$ cat config.mk
export PLATFORM = sky130hd
export DESIGN_NAME = quad_pumped_data_lanes
export DESIGN_NICKNAME = d
export VERILOG_FILES = /design/src/rtl/lanes_pkg.sv /design/src/rtl/group_encoder.sv /design/src/rtl/quad_pumped_data_lanes.sv
export VERILOG_INCLUDE_DIRS = /design/src /design/src/rtl
export SDC_FILE = /design/constraint.sdc
export NUM_CORES = 1
export LEC_CHECK = 0
export ABC_AREA = 1
export BUFFER_PORTS_ARGS = -buffer_cell sky130_fd_sc_hd__buf_4
export CORE_UTILIZATION = 40
export DETAILED_ROUTE_END_ITERATION = 7
export HOLD_SLACK_MARGIN = 0.08
export PLACE_DENSITY = 0.73
export SYNTH_ARGS = -nofsm -noshare
export SYNTH_HDL_FRONTEND = slang
export SYNTH_SLANG_ARGS = --single-unit
$ cat constraint.sdc
create_clock -name clk -period 18.1 [get_ports clk]
set_input_delay 0 -clock clk [delete_from_list [all_inputs] [get_ports clk]]
set_output_delay 0 -clock clk [all_outputs]
set_load 0.01 [all_outputs]
$ cat src/rtl/lanes_map.svh
`ifndef LANES_MAP_SVH
`define LANES_MAP_SVH

// ****************************************
// Lane geometry
// ****************************************
`define LANE_WIDTH 64
`define GROUP_WIDTH 16
`define GROUP_COUNT 4
`define BEATS_PER_PERIOD 4

// ****************************************
// Timing
// ****************************************
`define CLK_PERIOD_NS 40
`define BUS_CLK_PERIOD_NS 320
`define PHASES_PER_PERIOD ((`BUS_CLK_PERIOD_NS) / (`CLK_PERIOD_NS))
`define LAST_PHASE 3'h7

// ****************************************
// Inversion and reset values
// ****************************************
`define INV_THRESHOLD 5'h08
`define PIN_IDLE_HIGH 1'b1
`define WORD_RESET 64'h0000_0000_0000_0000

`endif

$ cat src/rtl/lanes_pkg.sv
package lanes_pkg;

    // Sampled or driven pin levels, all electrical
    typedef struct packed {
        logic [63:0] data;
        logic [3:0] strobe_p;
        logic [3:0] strobe_n;
        logic [3:0] inv;
        logic valid;
    } pin_bundle_type;

    // Four logical words of one bus clock period, word 0 first
    typedef struct packed {
        logic [3:0][63:0] word;
    } burst_type;

    typedef enum logic [1:0] {
        TX_IDLE = 2'b00,
        TX_WAIT = 2'b01,
        TX_DRIVE = 2'b10
    } tx_state_type;

endpackage

$ cat src/rtl/group_encoder.sv
`timescale 1ns/100ps
`default_nettype none
`include "lanes_map.svh"

module group_encoder (
    // Logical word of one group
    input wire logic [15:0] word,
    // Electrical levels to drive
    output logic [15:0] pins,
    output logic inv_pin
);

    function automatic logic [4:0] ones(input logic [15:0] v);
        logic [4:0] n;
        n = 5'h00;
        for (int i = 0; i < 16; i++) begin
            n = n + {4'h0, v[i]};
        end
        return n;
    endfunction

    logic invert;

    // A logical one is an electrical low, so ones count the low lines
    assign invert = ones(word) > `INV_THRESHOLD;
    assign pins = invert ? word : ~word;
    assign inv_pin = ~invert;

endmodule

`default_nettype wire

$ cat src/rtl/quad_pumped_data_lanes.sv
`timescale 1ns/100ps
`default_nettype none
`include "lanes_map.svh"

// Overview of operation
// - All agents share one 64-line data path; this block drives and receives all 64.
// - Driver asserts data_valid_indicator for its transfer; receiver accepts only while asserted.
// - Driver presents four successive words within each bus clock period.
// - Receiver captures on falling edges of positive and negative strobes of the group.
// - Four 16-line groups, each timed by its own strobe pair, index by bits.
// - Each 16-line group has one inversion flag with matching index.
// - With a group's inversion flag active, its lines are read active high.
module quad_pumped_data_lanes (
    // Clock and reset
    input wire logic clk,
    input wire logic rst,
    // Bus clock, sampled as a level
    input wire logic bus_clk,
    // Data lines, active low
    input wire logic [63:0] data_lines_n_in,
    output logic [63:0] data_lines_n_out,
    output logic data_lines_n_oe,
    // Strobes, per group
    input wire logic [3:0] data_strobe_positive_n_in,
    output logic [3:0] data_strobe_positive_n_out,
    output logic data_strobe_positive_n_oe,
    input wire logic [3:0] data_strobe_negative_n_in,
    output logic [3:0] data_strobe_negative_n_out,
    output logic data_strobe_negative_n_oe,
    // Inversion flags, per group
    input wire logic [3:0] group_inversion_flag_n_in,
    output logic [3:0] group_inversion_flag_n_out,
    output logic group_inversion_flag_n_oe,
    // Data valid
    input wire logic data_valid_indicator_n_in,
    output logic data_valid_indicator_n_out,
    output logic data_valid_indicator_n_oe,
    // Transmit request
    input wire logic tx_req,
    input wire lanes_pkg::burst_type tx_burst,
    output logic tx_ready,
    // Receive stream
    output logic rx_valid,
    output logic [63:0] rx_data
);

    // ****************************************
    // Pin synchronisers
    // ****************************************
    lanes_pkg::pin_bundle_type pins_now;
    lanes_pkg::pin_bundle_type meta_reg, meta_next;
    lanes_pkg::pin_bundle_type samp_reg, samp_next;
    logic [3:0] strobe_p_old_reg, strobe_p_old_next;
    logic [3:0] strobe_n_old_reg, strobe_n_old_next;
    logic [2:0] bclk_sync_reg, bclk_sync_next;
    logic [1:0] echo_reg, echo_next;

    assign pins_now = '{data: data_lines_n_in, strobe_p: data_strobe_positive_n_in,
                        strobe_n: data_strobe_negative_n_in, inv: group_inversion_flag_n_in,
                        valid: data_valid_indicator_n_in};

    always_comb begin
        meta_next = pins_now;
        samp_next = meta_reg;
        strobe_p_old_next = samp_reg.strobe_p;
        strobe_n_old_next = samp_reg.strobe_n;
        bclk_sync_next = {bclk_sync_reg[1:0], bus_clk};
        // Our own drive returns through the pins two cycles late
        echo_next = {echo_reg[0], data_lines_n_oe};
    end

    always_ff @(posedge clk or posedge rst) begin
        if (rst) begin
            meta_reg <= '1;
            samp_reg <= '1;
            strobe_p_old_reg <= 4'hf;
            strobe_n_old_reg <= 4'hf;
            // Reset high so a bus clock already high at release is not taken as a rise
            bclk_sync_reg <= 3'h7;
            echo_reg <= 2'h0;
        end else begin
            meta_reg <= meta_next;
            samp_reg <= samp_next;
            strobe_p_old_reg <= strobe_p_old_next;
            strobe_n_old_reg <= strobe_n_old_next;
            bclk_sync_reg <= bclk_sync_next;
            echo_reg <= echo_next;
        end
    end

    logic bclk_rise;

    assign bclk_rise = bclk_sync_reg[1] & ~bclk_sync_reg[2];

    // ****************************************
    // Receive capture
    // ****************************************
    logic [3:0] pending_reg, pending_next;
    logic [3:0][15:0] held_reg, held_next;
    logic rx_valid_reg, rx_valid_next;
    logic [63:0] rx_data_reg, rx_data_next;
    logic [3:0] capture;
    logic [3:0][15:0] decoded;
    logic accept;

    // Pins are stable around the strobe edge, so the same sample serves both
    assign accept = ~samp_reg.valid & ~echo_reg[1] & ~data_lines_n_oe;

    always_comb begin
        for (int g = 0; g < `GROUP_COUNT; g++) begin
            capture[g] = accept & ((strobe_p_old_reg[g] & ~samp_reg.strobe_p[g]) |
                                   (strobe_n_old_reg[g] & ~samp_reg.strobe_n[g]));
            decoded[g] = samp_reg.inv[g] ? ~samp_reg.data[g*16 +: 16]
                                         : samp_reg.data[g*16 +: 16];
        end
    end

    always_comb begin
        pending_next = pending_reg;
        held_next = held_reg;
        rx_valid_next = 1'b0;
        rx_data_next = rx_data_reg;
        if (&pending_reg) begin
            rx_valid_next = 1'b1;
            rx_data_next = held_reg;
            pending_next = 4'h0;
        end
        // A capture in the emit cycle still counts
        for (int g = 0; g < `GROUP_COUNT; g++) begin
            if (capture[g]) begin
                pending_next[g] = 1'b1;
                held_next[g] = decoded[g];
            end
        end
    end

    always_ff @(posedge clk or posedge rst) begin
        if (rst) begin
            pending_reg <= 4'h0;
            held_reg <= `WORD_RESET;
            rx_valid_reg <= 1'b0;
            rx_data_reg <= `WORD_RESET;
        end else begin
            pending_reg <= pending_next;
            held_reg <= held_next;
            rx_valid_reg <= rx_valid_next;
            rx_data_reg <= rx_data_next;
        end
    end

    assign rx_valid = rx_valid_reg;
    assign rx_data = rx_data_reg;

    // ****************************************
    // Transmit sequencer
    // ****************************************
    lanes_pkg::tx_state_type state_reg, state_next;
    logic [2:0] phase_reg, phase_next;
    lanes_pkg::burst_type burst_reg, burst_next;

    assign tx_ready = (state_reg == lanes_pkg::TX_IDLE);

    always_comb begin
        state_next = state_reg;
        phase_next = phase_reg;
        burst_next = burst_reg;
        unique case (state_reg)
            lanes_pkg::TX_IDLE: begin
                if (tx_req) begin
                    burst_next = tx_burst;
                    state_next = lanes_pkg::TX_WAIT;
                end
            end
            lanes_pkg::TX_WAIT: begin
                // Start aligned to a bus clock period
                if (bclk_rise) begin
                    phase_next = 3'h0;
                    state_next = lanes_pkg::TX_DRIVE;
                end
            end
            lanes_pkg::TX_DRIVE: begin
                phase_next = phase_reg + 3'h1;
                if (phase_reg == `LAST_PHASE) begin
                    phase_next = 3'h0;
                    state_next = lanes_pkg::TX_IDLE;
                end
            end
            default: begin
                state_next = lanes_pkg::TX_IDLE;
                phase_next = 3'h0;
            end
        endcase
    end

    always_ff @(posedge clk or posedge rst) begin
        if (rst) begin
            state_reg <= lanes_pkg::TX_IDLE;
            phase_reg <= 3'h0;
            burst_reg <= '0;
        end else begin
            state_reg <= state_next;
            phase_reg <= phase_next;
            burst_reg <= burst_next;
        end
    end

    // ****************************************
    // Pin drive
    // ****************************************
    logic [63:0] word_next;
    logic [63:0] enc_pins;
    logic [3:0] enc_inv;
    logic drive_next;
    lanes_pkg::pin_bundle_type out_reg, out_next;
    logic oe_reg;

    // Two clock phases per word, four words per period
    assign word_next = burst_reg.word[phase_next[2:1]];

    for (genvar g = 0; g < `GROUP_COUNT; g++) begin : enc
        group_encoder u_enc (
            .word(word_next[g*16 +: 16]),
            .pins(enc_pins[g*16 +: 16]),
            .inv_pin(enc_inv[g])
        );
    end

    assign drive_next = (state_next == lanes_pkg::TX_DRIVE);

    always_comb begin
        out_next = '1;
        if (drive_next) begin
            out_next.data = enc_pins;
            out_next.inv = enc_inv;
            out_next.valid = 1'b0;
            // Positive strobe falls mid words 0 and 2, negative mid words 1 and 3
            out_next.strobe_p = {4{~(phase_next[0] ^ phase_next[1])}};
            // Negative strobe stays high through word 0, else it would fall once too often
            out_next.strobe_n = {4{~((phase_next[1:0] == 2'h3) | (phase_next == 3'h4))}};
        end
    end

    always_ff @(posedge clk or posedge rst) begin
        if (rst) begin
            out_reg <= '1;
            oe_reg <= 1'b0;
        end else begin
            out_reg <= out_next;
            oe_reg <= drive_next;
        end
    end

    assign data_lines_n_out = out_reg.data;
    assign data_lines_n_oe = oe_reg;
    assign data_strobe_positive_n_out = out_reg.strobe_p;
    assign data_strobe_positive_n_oe = oe_reg;
    assign data_strobe_negative_n_out = out_reg.strobe_n;
    assign data_strobe_negative_n_oe = oe_reg;
    assign group_inversion_flag_n_out = out_reg.inv;
    assign group_inversion_flag_n_oe = oe_reg;
    assign data_valid_indicator_n_out = out_reg.valid;
    assign data_valid_indicator_n_oe = oe_reg;

endmodule

`default_nettype wire

Word-level counts from Yosys, hierarchy flattened:

Cells that the tools add are included.

* add/subtract/negate cells: 61
* eq/ne operators: 6
* reduce and logical (&&, ||, !) cells: 7
* bitwise operators: 47
* multiplexer cells: 24
* $lt $le $gt $ge: 5

Operators by type and width (count)
* 5-bit by 1-bit adder with 5-bit output: 56
* 64-bit binary-select mux with 2-bit select: 1
* 16-bit two-way mux: 8
* 16-bit inverter: 8
* 77-bit two-way mux: 1
* 64-bit two-way mux: 1
* 5-bit by 4-bit greater-than comparator with 1-bit output, second input constant: 4
* 1-bit inverter: 18
* 1-bit bitwise AND: 15
* 3-bit one-hot mux with 3 select lines: 1
* 1-bit by 1-bit adder with 2-bit output: 4
* 2-bit nonzero test: 4
* 2-bit equality test, second input constant: 3
* 3-bit equality test, second input constant: 2
* 2-bit two-way mux: 3
* 3-bit two-way mux: 2
* 2-bit one-hot mux with 3 select lines: 1
* 1-bit two-way mux: 5
* 1-bit OR: 5
* 4-bit two-way mux: 1
* 4-bit AND reduction: 1
* 3-bit by 1-bit adder with 3-bit output, second input constant: 1
* 2-bit by 3-bit less-than comparator with 1-bit output, second input constant: 1
* 2-bit by 1-bit equality test with 1-bit output, second input constant: 1
* other kinds (3): 3

* input bits: 337
* output and inout bits: 148
* word-level logic and storage cells: 186
* flip-flop bits (word level): 639

Depth between registers and ports, before layout:

Gate-level depths: netlist (run 1).

* word-level depth: 24
* depth in mapped cells: 29
* mapped depth without buffers: 27

Hierarchy:

Synthesis (run 1) repeated with hierarchy kept, for this count alone.

* cells, all modules: 3005
* area, all modules: 27935.5 µm²

Modules (own cells, without submodules)
* quad_pumped_data_lanes: area each 25079.1 µm², cells an instance 2549, instances 1, seq. area each 16135.5 µm²
* group_encoder at enc[0].u_enc ...: area each 698.2 µm², cells an instance 114, instances 3, seq. area each 0.0 µm²
* group_encoder at enc[2].u_enc: area each 762.0 µm², cells an instance 114, instances 1, seq. area each 0.0 µm²

Worst setup path after synthesis (run 1):

OpenSTA, ideal clock, no wires.

* kind: register to register
* start: register phase_reg[0]
* end: register out_reg (netlist bit data_lines_n_out[18])
* library setup time: 0.091 ns
* slack: 12.080 ns
* path buffers: 2
* cell stages (with the launch flop): 28
* required time: 18.009 ns
* data arrival time: 5.929 ns
* period minus slack after synthesis: 6.020 ns
* path through: dfrtp_1 -> ha_1 -> ha_1 -> nand2_1 -> nand2_1 -> nor2_4 -> buf_1 -> nand3_1 -> nand2_1 -> inv_1 -> ha_1 -> inv_1 -> fa_1 -> fa_1 -> inv_1 -> fa_1 -> inv_1 -> fa_1 -> fa_1 -> fa_1 -> or2_2 -> nand4_1 -> nand3_1 -> nand2_1 -> nand2_1 -> buf_2 -> nand2_1 -> o21ai_1

RTL lines
* from (decl): line quad_pumped_data_lanes.sv:158 `logic [2:0] phase_reg, phase_next;`
* from (signal assigned): line quad_pumped_data_lanes.sv:202 `phase_reg <= phase_next;`
* to (signal assigned): line quad_pumped_data_lanes.sv:248 `out_reg <= out_next;`
* to (decl): line quad_pumped_data_lanes.sv:214 `lanes_pkg::pin_bundle_type out_reg, out_next;`

==> metrics.txt, run 1 <==
clock latency on the worst-skew pair between 600 and 700 ps; HP Class primary input to async pin; DRC viols 0; RSZ-0062 raised after global routing false; Final Hold Viols 0; DRT antenna net count 0; # fillers between 5,000 and 6,000; Crit-path slowest cell buf_4; # port buffers around 480; CP peak stage delay 680 ps; Placed Cells roughly 3,500; Synth Flop Type dfrtp_1; crit-path most repeated cell nand2_1; Placer Congestion about 0.86; yosys warns 0; max reg flops around 260; Setup CP Type register to register; worst slew pin tran ~1100 ps; most common cell in the netlist dfrtp_1; placeable core region approximately 66,000 um^2; Layout Skew approximately 33 ps; IO Pins just under 500; TritonCTS buffer count just under 70; Finished Layout Cells just over 4,000; synth cell count leaders dfrtp_1, nand2_1, mux2_2; largest net degree at the start of global routing 190; die extent in y 260 um; Synthesized Nets 2,720; ranking of synthesized cells by area dfrtp_1, dfstp_2, mux2_2; Max clock buf depth 3; Clock Sinks 633; Final min period between 7000 and 8000 ps; post-DP HPWL roughly 50,000 um; sequential share of the synthesized area between 60% and 70%; Die X 260 um; gr usage total 23.5%; r2r setup slk roughly 10,000 ps; fmax roughly 130 MHz; count of final setup violators 0; Netlist cell types 29; vias in the first global route 21,700; GR Overflow Total 0; Routed WL slightly below 80,000 um; total number of vias about 21,000; row cnt 94; Setup TNS Final 0 ps; asr flop ratio synth 100%; number of synthesized flops with an enable pin 0; maxcap violations 0; Syn Inst Count 2,319; Setup crit start kind register; Tcrit/Tclk final a little over two fifths; R2R depth 29; first-pass GRT wire length between 100,000 and 150,000 um; layout cells sized above 1 roughly a third; CP Data Arrival Time 8390 ps; post-layout util about 57%; flops & latches, synth ~630; share of the synthesized area in the top cell type 37.4%; initial antenna violation count 13; Starting DRT DRC Count 1,478; Final nets ~3,600; Rel. slew slack between 20% and 30%; Max Transition Viols Final 0; initial core utilization around two fifths; critical path peak fanout 63; die area between 60,000 and 70,000 um^2; Area growth, synth to finish 40.4%; Worst Setup End Kind register; Syn Area/Cell 11.5 um^2; CP required 18,620 ps; Synth Cell Area between 20,000 and 30,000 um^2; outcome finished clean; vias per inst 5.07; CTS tree built; clock slew at reported path FFs 60 ps; Pre-antenna DRT Iters 6; Root Buffer clkbuf_16; Routed WL per cell roughly 19 um; H-tree depth 3; largest area contributor in the netlist dfrtp_1
-- per-layer routing --
layer	part of all wire, %	global-route usage (%)	routed length [um]
met5	0.034	0	27
met4	3.4	8.59	2720
met2	49	39.8	39100
met1	40	28.9	31300
met3	7.5	6.08	5960
-- final cells by class --
type | instances | area [um^2] | share of cell area (%)
diodes | 15 | 37.5 | 0.101
clock buffers | 101 | 2050 | 5.50
clock inverters | 22 | 290 | 0.779
inverters | 188 | 713 | 1.91
multi-input cells | 1350 | 9060 | 24.3
flip-flops and latches | 633 | 16100 | 43.3
well taps | 864 | 1080 | 2.90
repair buffers | 914 | 7910 | 21.2
-- what timing repair did --
item | 4_1_cts | 5_1_grt
buffers inserted | 0 | 0
hold buffers | 409 | 0
hold endpoints to repair | 443 | 0
resized for setup | 0 | 0
-- through the flow --
stage | area, um^2 | hold WS [ps] | worst slack (ps)
6_report | 37300 | 101 | 10230
5_1_grt | 37300 | 95.8 | 9760
4_1_cts | 37200 | 82.4 | 10270
3_5_place_dp | 30800 | 109 | 10300
3_3_place_gp | 30800 | 109 | 10410
2_1_floorplan | 26600 | 4.48 | 760
-- cells in the final DEF, fill, tap and decap left out, types with 3 or more instances in the layout --
cell type        n
o21ai_1         36
mux2_2         252
nand3b_1         5
dlygate4sd3_1  409
clkbuf_16       71
dfstp_2        236
dfrtp_1        397
clkbuf_8        16
nor2_1          78
a21oi_1         74
clkinv_8         3
nand2_4          3
xnor2_1         64
clkinv_2         8
clkinv_4         3
buf_4          503
nand4_1        130
nand3_1        185
nand2_1        370
diode_2         15
fa_1            40
bufinv_16        5
o21ai_0         72
inv_1          186
clkbuf_1        14
ha_1            24
o22ai_1          4
-- worst paths after layout --
kind	endpoint	from
max in group asynchronous	burst_reg[242]$_DFFE_PP0P_	rst
hold / removal	burst_reg[9]$_DFFE_PP0P_	rst
setup / recovery	data_lines_n_out[38]$_DFF_PP1_	bclk_sync_reg[2]$_DFF_PP1_
min in group clk	meta_reg[26]$_DFF_PP1_	data_lines_n_in[13]
hold reg to reg	samp_reg[60]$_DFF_PP1_	meta_reg[60]$_DFF_PP1_
setup reg to reg	data_lines_n_out[38]$_DFF_PP1_	bclk_sync_reg[2]$_DFF_PP1_
-- worst max-delay path, delay by kind of cell, from the launching register on --
family	cells	cell delay, ps
flops	1	510
fa+ha+maj	7	3070
simple gates	12	2230
compound gates	1	60
buf+inv	9	1870
-- cell families after synthesis --
group	share of synthesized area [%]
and+or+nand+nor	13.4
AOI/OAI and AO/OA	3.56
xor gates and xnor gates	2.18
buffers and inverters	5.32
DFF	60.7
muxes	10.7
adders and majority gates	4.15
Power of run 1 is left out: the tool's default activity adds up to more than one toggle a clock period on the data nets, which glitch-free logic cannot reach.
==> run 2: changes to the inputs <==
--- a/config.mk
+++ b/config.mk
@@ -11,7 +11,7 @@
 export CORE_UTILIZATION = 40
 export DETAILED_ROUTE_END_ITERATION = 7
 export HOLD_SLACK_MARGIN = 0.08
-export PLACE_DENSITY = 0.73
+export PLACE_DENSITY = 0.71
 export SYNTH_ARGS = -nofsm -noshare
 export SYNTH_HDL_FRONTEND = slang
 export SYNTH_SLANG_ARGS = --single-unit
==> constraint.sdc (replaced) <==
create_clock -name clk -period 8.1 [get_ports clk]
set_input_delay 0 -clock clk [delete_from_list [all_inputs] [get_ports clk]]
set_output_delay 0 -clock clk [all_outputs]
set_load 0.01 [all_outputs]
==> run 2 against run 1 <==
Net effect:
- fmax rose by 13%
- global-route usage rose by 0.71 points
- flip-flop and latch count did not move
- non-clock buffer count rose by 4
- sequential share of layout area fell by 0.19 points
- clock skew fell by 2.6 ps
- routed wire length rose by 3.7%
- design area rose by 0.45%
- via count barely moved
- hold slack improved by 8.7 ps
- worst setup slack got worse by 9100 ps
- critical path type unchanged
- highest routed layer unchanged
==> metrics.txt, run 2 (synthesis results as in run 1) <==
Final Hold Viols 0; worst r2r src phase_reg[1]$_DFF_PP0_; DRT antenna net count 0; Area growth, synth to finish 41.0%; Worst Path Buf+Inv 3; CP Data Arrival Time 7480 ps; Hold Slack roughly 110 ps; most frequent cells in the layout buf_4, dlygate4sd3_1, dfrtp_1; R2R depth 24; Die X between 200 and 300 um; CP peak stage delay 550 ps; post-place setup slack around 1200 ps; total number of vias 20,700; H-tree depth 3; Setup crit start kind register; row cnt 94; RSZ-0062 raised after global routing false; Max clock buf depth 3; CTS tree built; Placer Congestion between 0.8 and 0.9; CP delay by family, top adder cells; Layout Skew between 30 and 40 ps; vias in the first global route 22,200; placeable core region approximately 66,000 um^2; largest net degree at the start of global routing 208; TritonCTS buffer count between 70 and 80; # port buffers just under 500; worst slew pin tran roughly 1200 ps; Finished Layout Cells between 4,000 and 5,000; post-DP HPWL 52,000 um; r2r setup slk roughly 1100 ps; outcome finished clean; Rel. slew slack between 10% and 20%; GR Overflow Total 0; hold path cells 2; Routed WL per cell roughly 20 um; met1 usage in global routing 29.9%; crit-path cells ha_1, ha_1, nand2_1, nand3b_1, buf_4, nand3_1, nand2_1, inv_1, ha_1, fa_1, fa_1, fa_1, inv_1, fa_1, fa_1, fa_1, nand2_1, nand4_1, nand2_1, nor2_1, nor2_1, nand2_1, nand2_1, o21ai_1; grt peak-use layer met2; met2 Track Usage GR about 39%; Final nets around 3,600; critical path peak fanout 34; Post-CTS Resized 0; met3 Resource Use GR 7.03%; clock latency on the worst-skew pair 620 ps; Root Buffer clkbuf_16; HP Class primary input to register; initial core utilization between 40% and 50%; Placed Cells between 3,000 and 4,000; Worst R2R End data_lines_n_out[52]$_DFF_PP1_; Worst Setup End Kind register; die area around 67,000 um^2; DRC viols 0; CP required between 8000 and 9000 ps; Tcrit/Tclk final a little under nine tenths; initial antenna violation count 14; final setup margin roughly 1100 ps; layout cells sized above 1 between 30% and 40%; post-layout util a little under three fifths; Crit-path slowest cell nor2_1; HP Start data_lines_n_in[15]; Starting DRT DRC Count between 1,000 and 1,500; count of final setup violators 0; Setup CP Type register to register; first-pass GRT wire length about 130,000 um; die extent in y roughly 260 um; hold endpoint meta_reg[28]$_DFF_PP1_; maxcap violations 0; max reg flops roughly 260; Routed WL 82,000 um; IO Pins roughly 490; Clock Sinks roughly 630; commonest non-fill, non-tap cell in the layout buf_4; clock slew at reported path FFs around 60 ps; Pre-antenna DRT Iters 6; fmax about 140 MHz; gr usage total between 20% and 30%; Final min period 6970 ps; vias per inst 5.07; Max Transition Viols Final 0; crit path from phase_reg[1]$_DFF_PP0_
[run 2: cell types whose count changed in the layout (fill, tap and decap cells not counted), sizes merged]
cell / previous run / this run
bufinv: 5 / 6
clkbuf: 101 / 100
inv: 189 / 192
buf: 505 / 508
dlygate4sd3: 409 / 410
clkinv: 15 / 14
clkinvlp: 1 / 6
diode: 15 / 12
[run 2: timing repair]
action | 4_1_cts | 5_1_grt
setup endpoints to repair | 0 | 0
endpoints found under the hold margin | 370 | 0
setup buffers | 0 | 0
hold buffers | 410 | 0
[run 2: how the worst max path moves through the flow]
stage,slack (ps),cells past startpoint,endpoint
6_report,1130,24,data_lines_n_out[52]$_DFF_PP1_
5_1_grt,800,26,data_lines_n_out[36]$_DFF_PP1_
4_1_cts,1150,26,data_lines_n_out[45]$_DFF_PP1_
3_5_place_dp,1180,24,data_lines_n_out[20]$_DFF_PP1_
3_3_place_gp,1330,27,data_lines_n_out[36]$_DFF_PP1_
2_1_floorplan,-350,1,burst_reg[0]$_DFFE_PP0P_
[run 2: cell type report]
class | instances | area (um^2)
diodes | 12 | 30.0
clock buffers | 100 | 2070
clock inverters | 30 | 357
fillers | 5159 | 28300
inverters | 188 | 709
multi-input cells | 1350 | 9060
flip-flops and latches | 633 | 16100
well taps | 864 | 1080
repair buffers | 918 | 8010
[run 2: per-stage QoR]
stage | cell area [um^2] | setup TNS (ps)
5_1_grt | 37400 | 0
4_1_cts | 37400 | 0
6_report | 37400 | 0
2_1_floorplan | 26600 | -139800
3_3_place_gp | 30900 | 0
3_5_place_dp | 30900 | 0
[run 2: routing by layer]
layer,up-vias,part of all wire [%]
met5,-,0.071
met4,10,4.4
met3,204,8.3
met2,829,48
li1,9383,-
met1,10300,40
Power of run 2 is left out for the same reason.
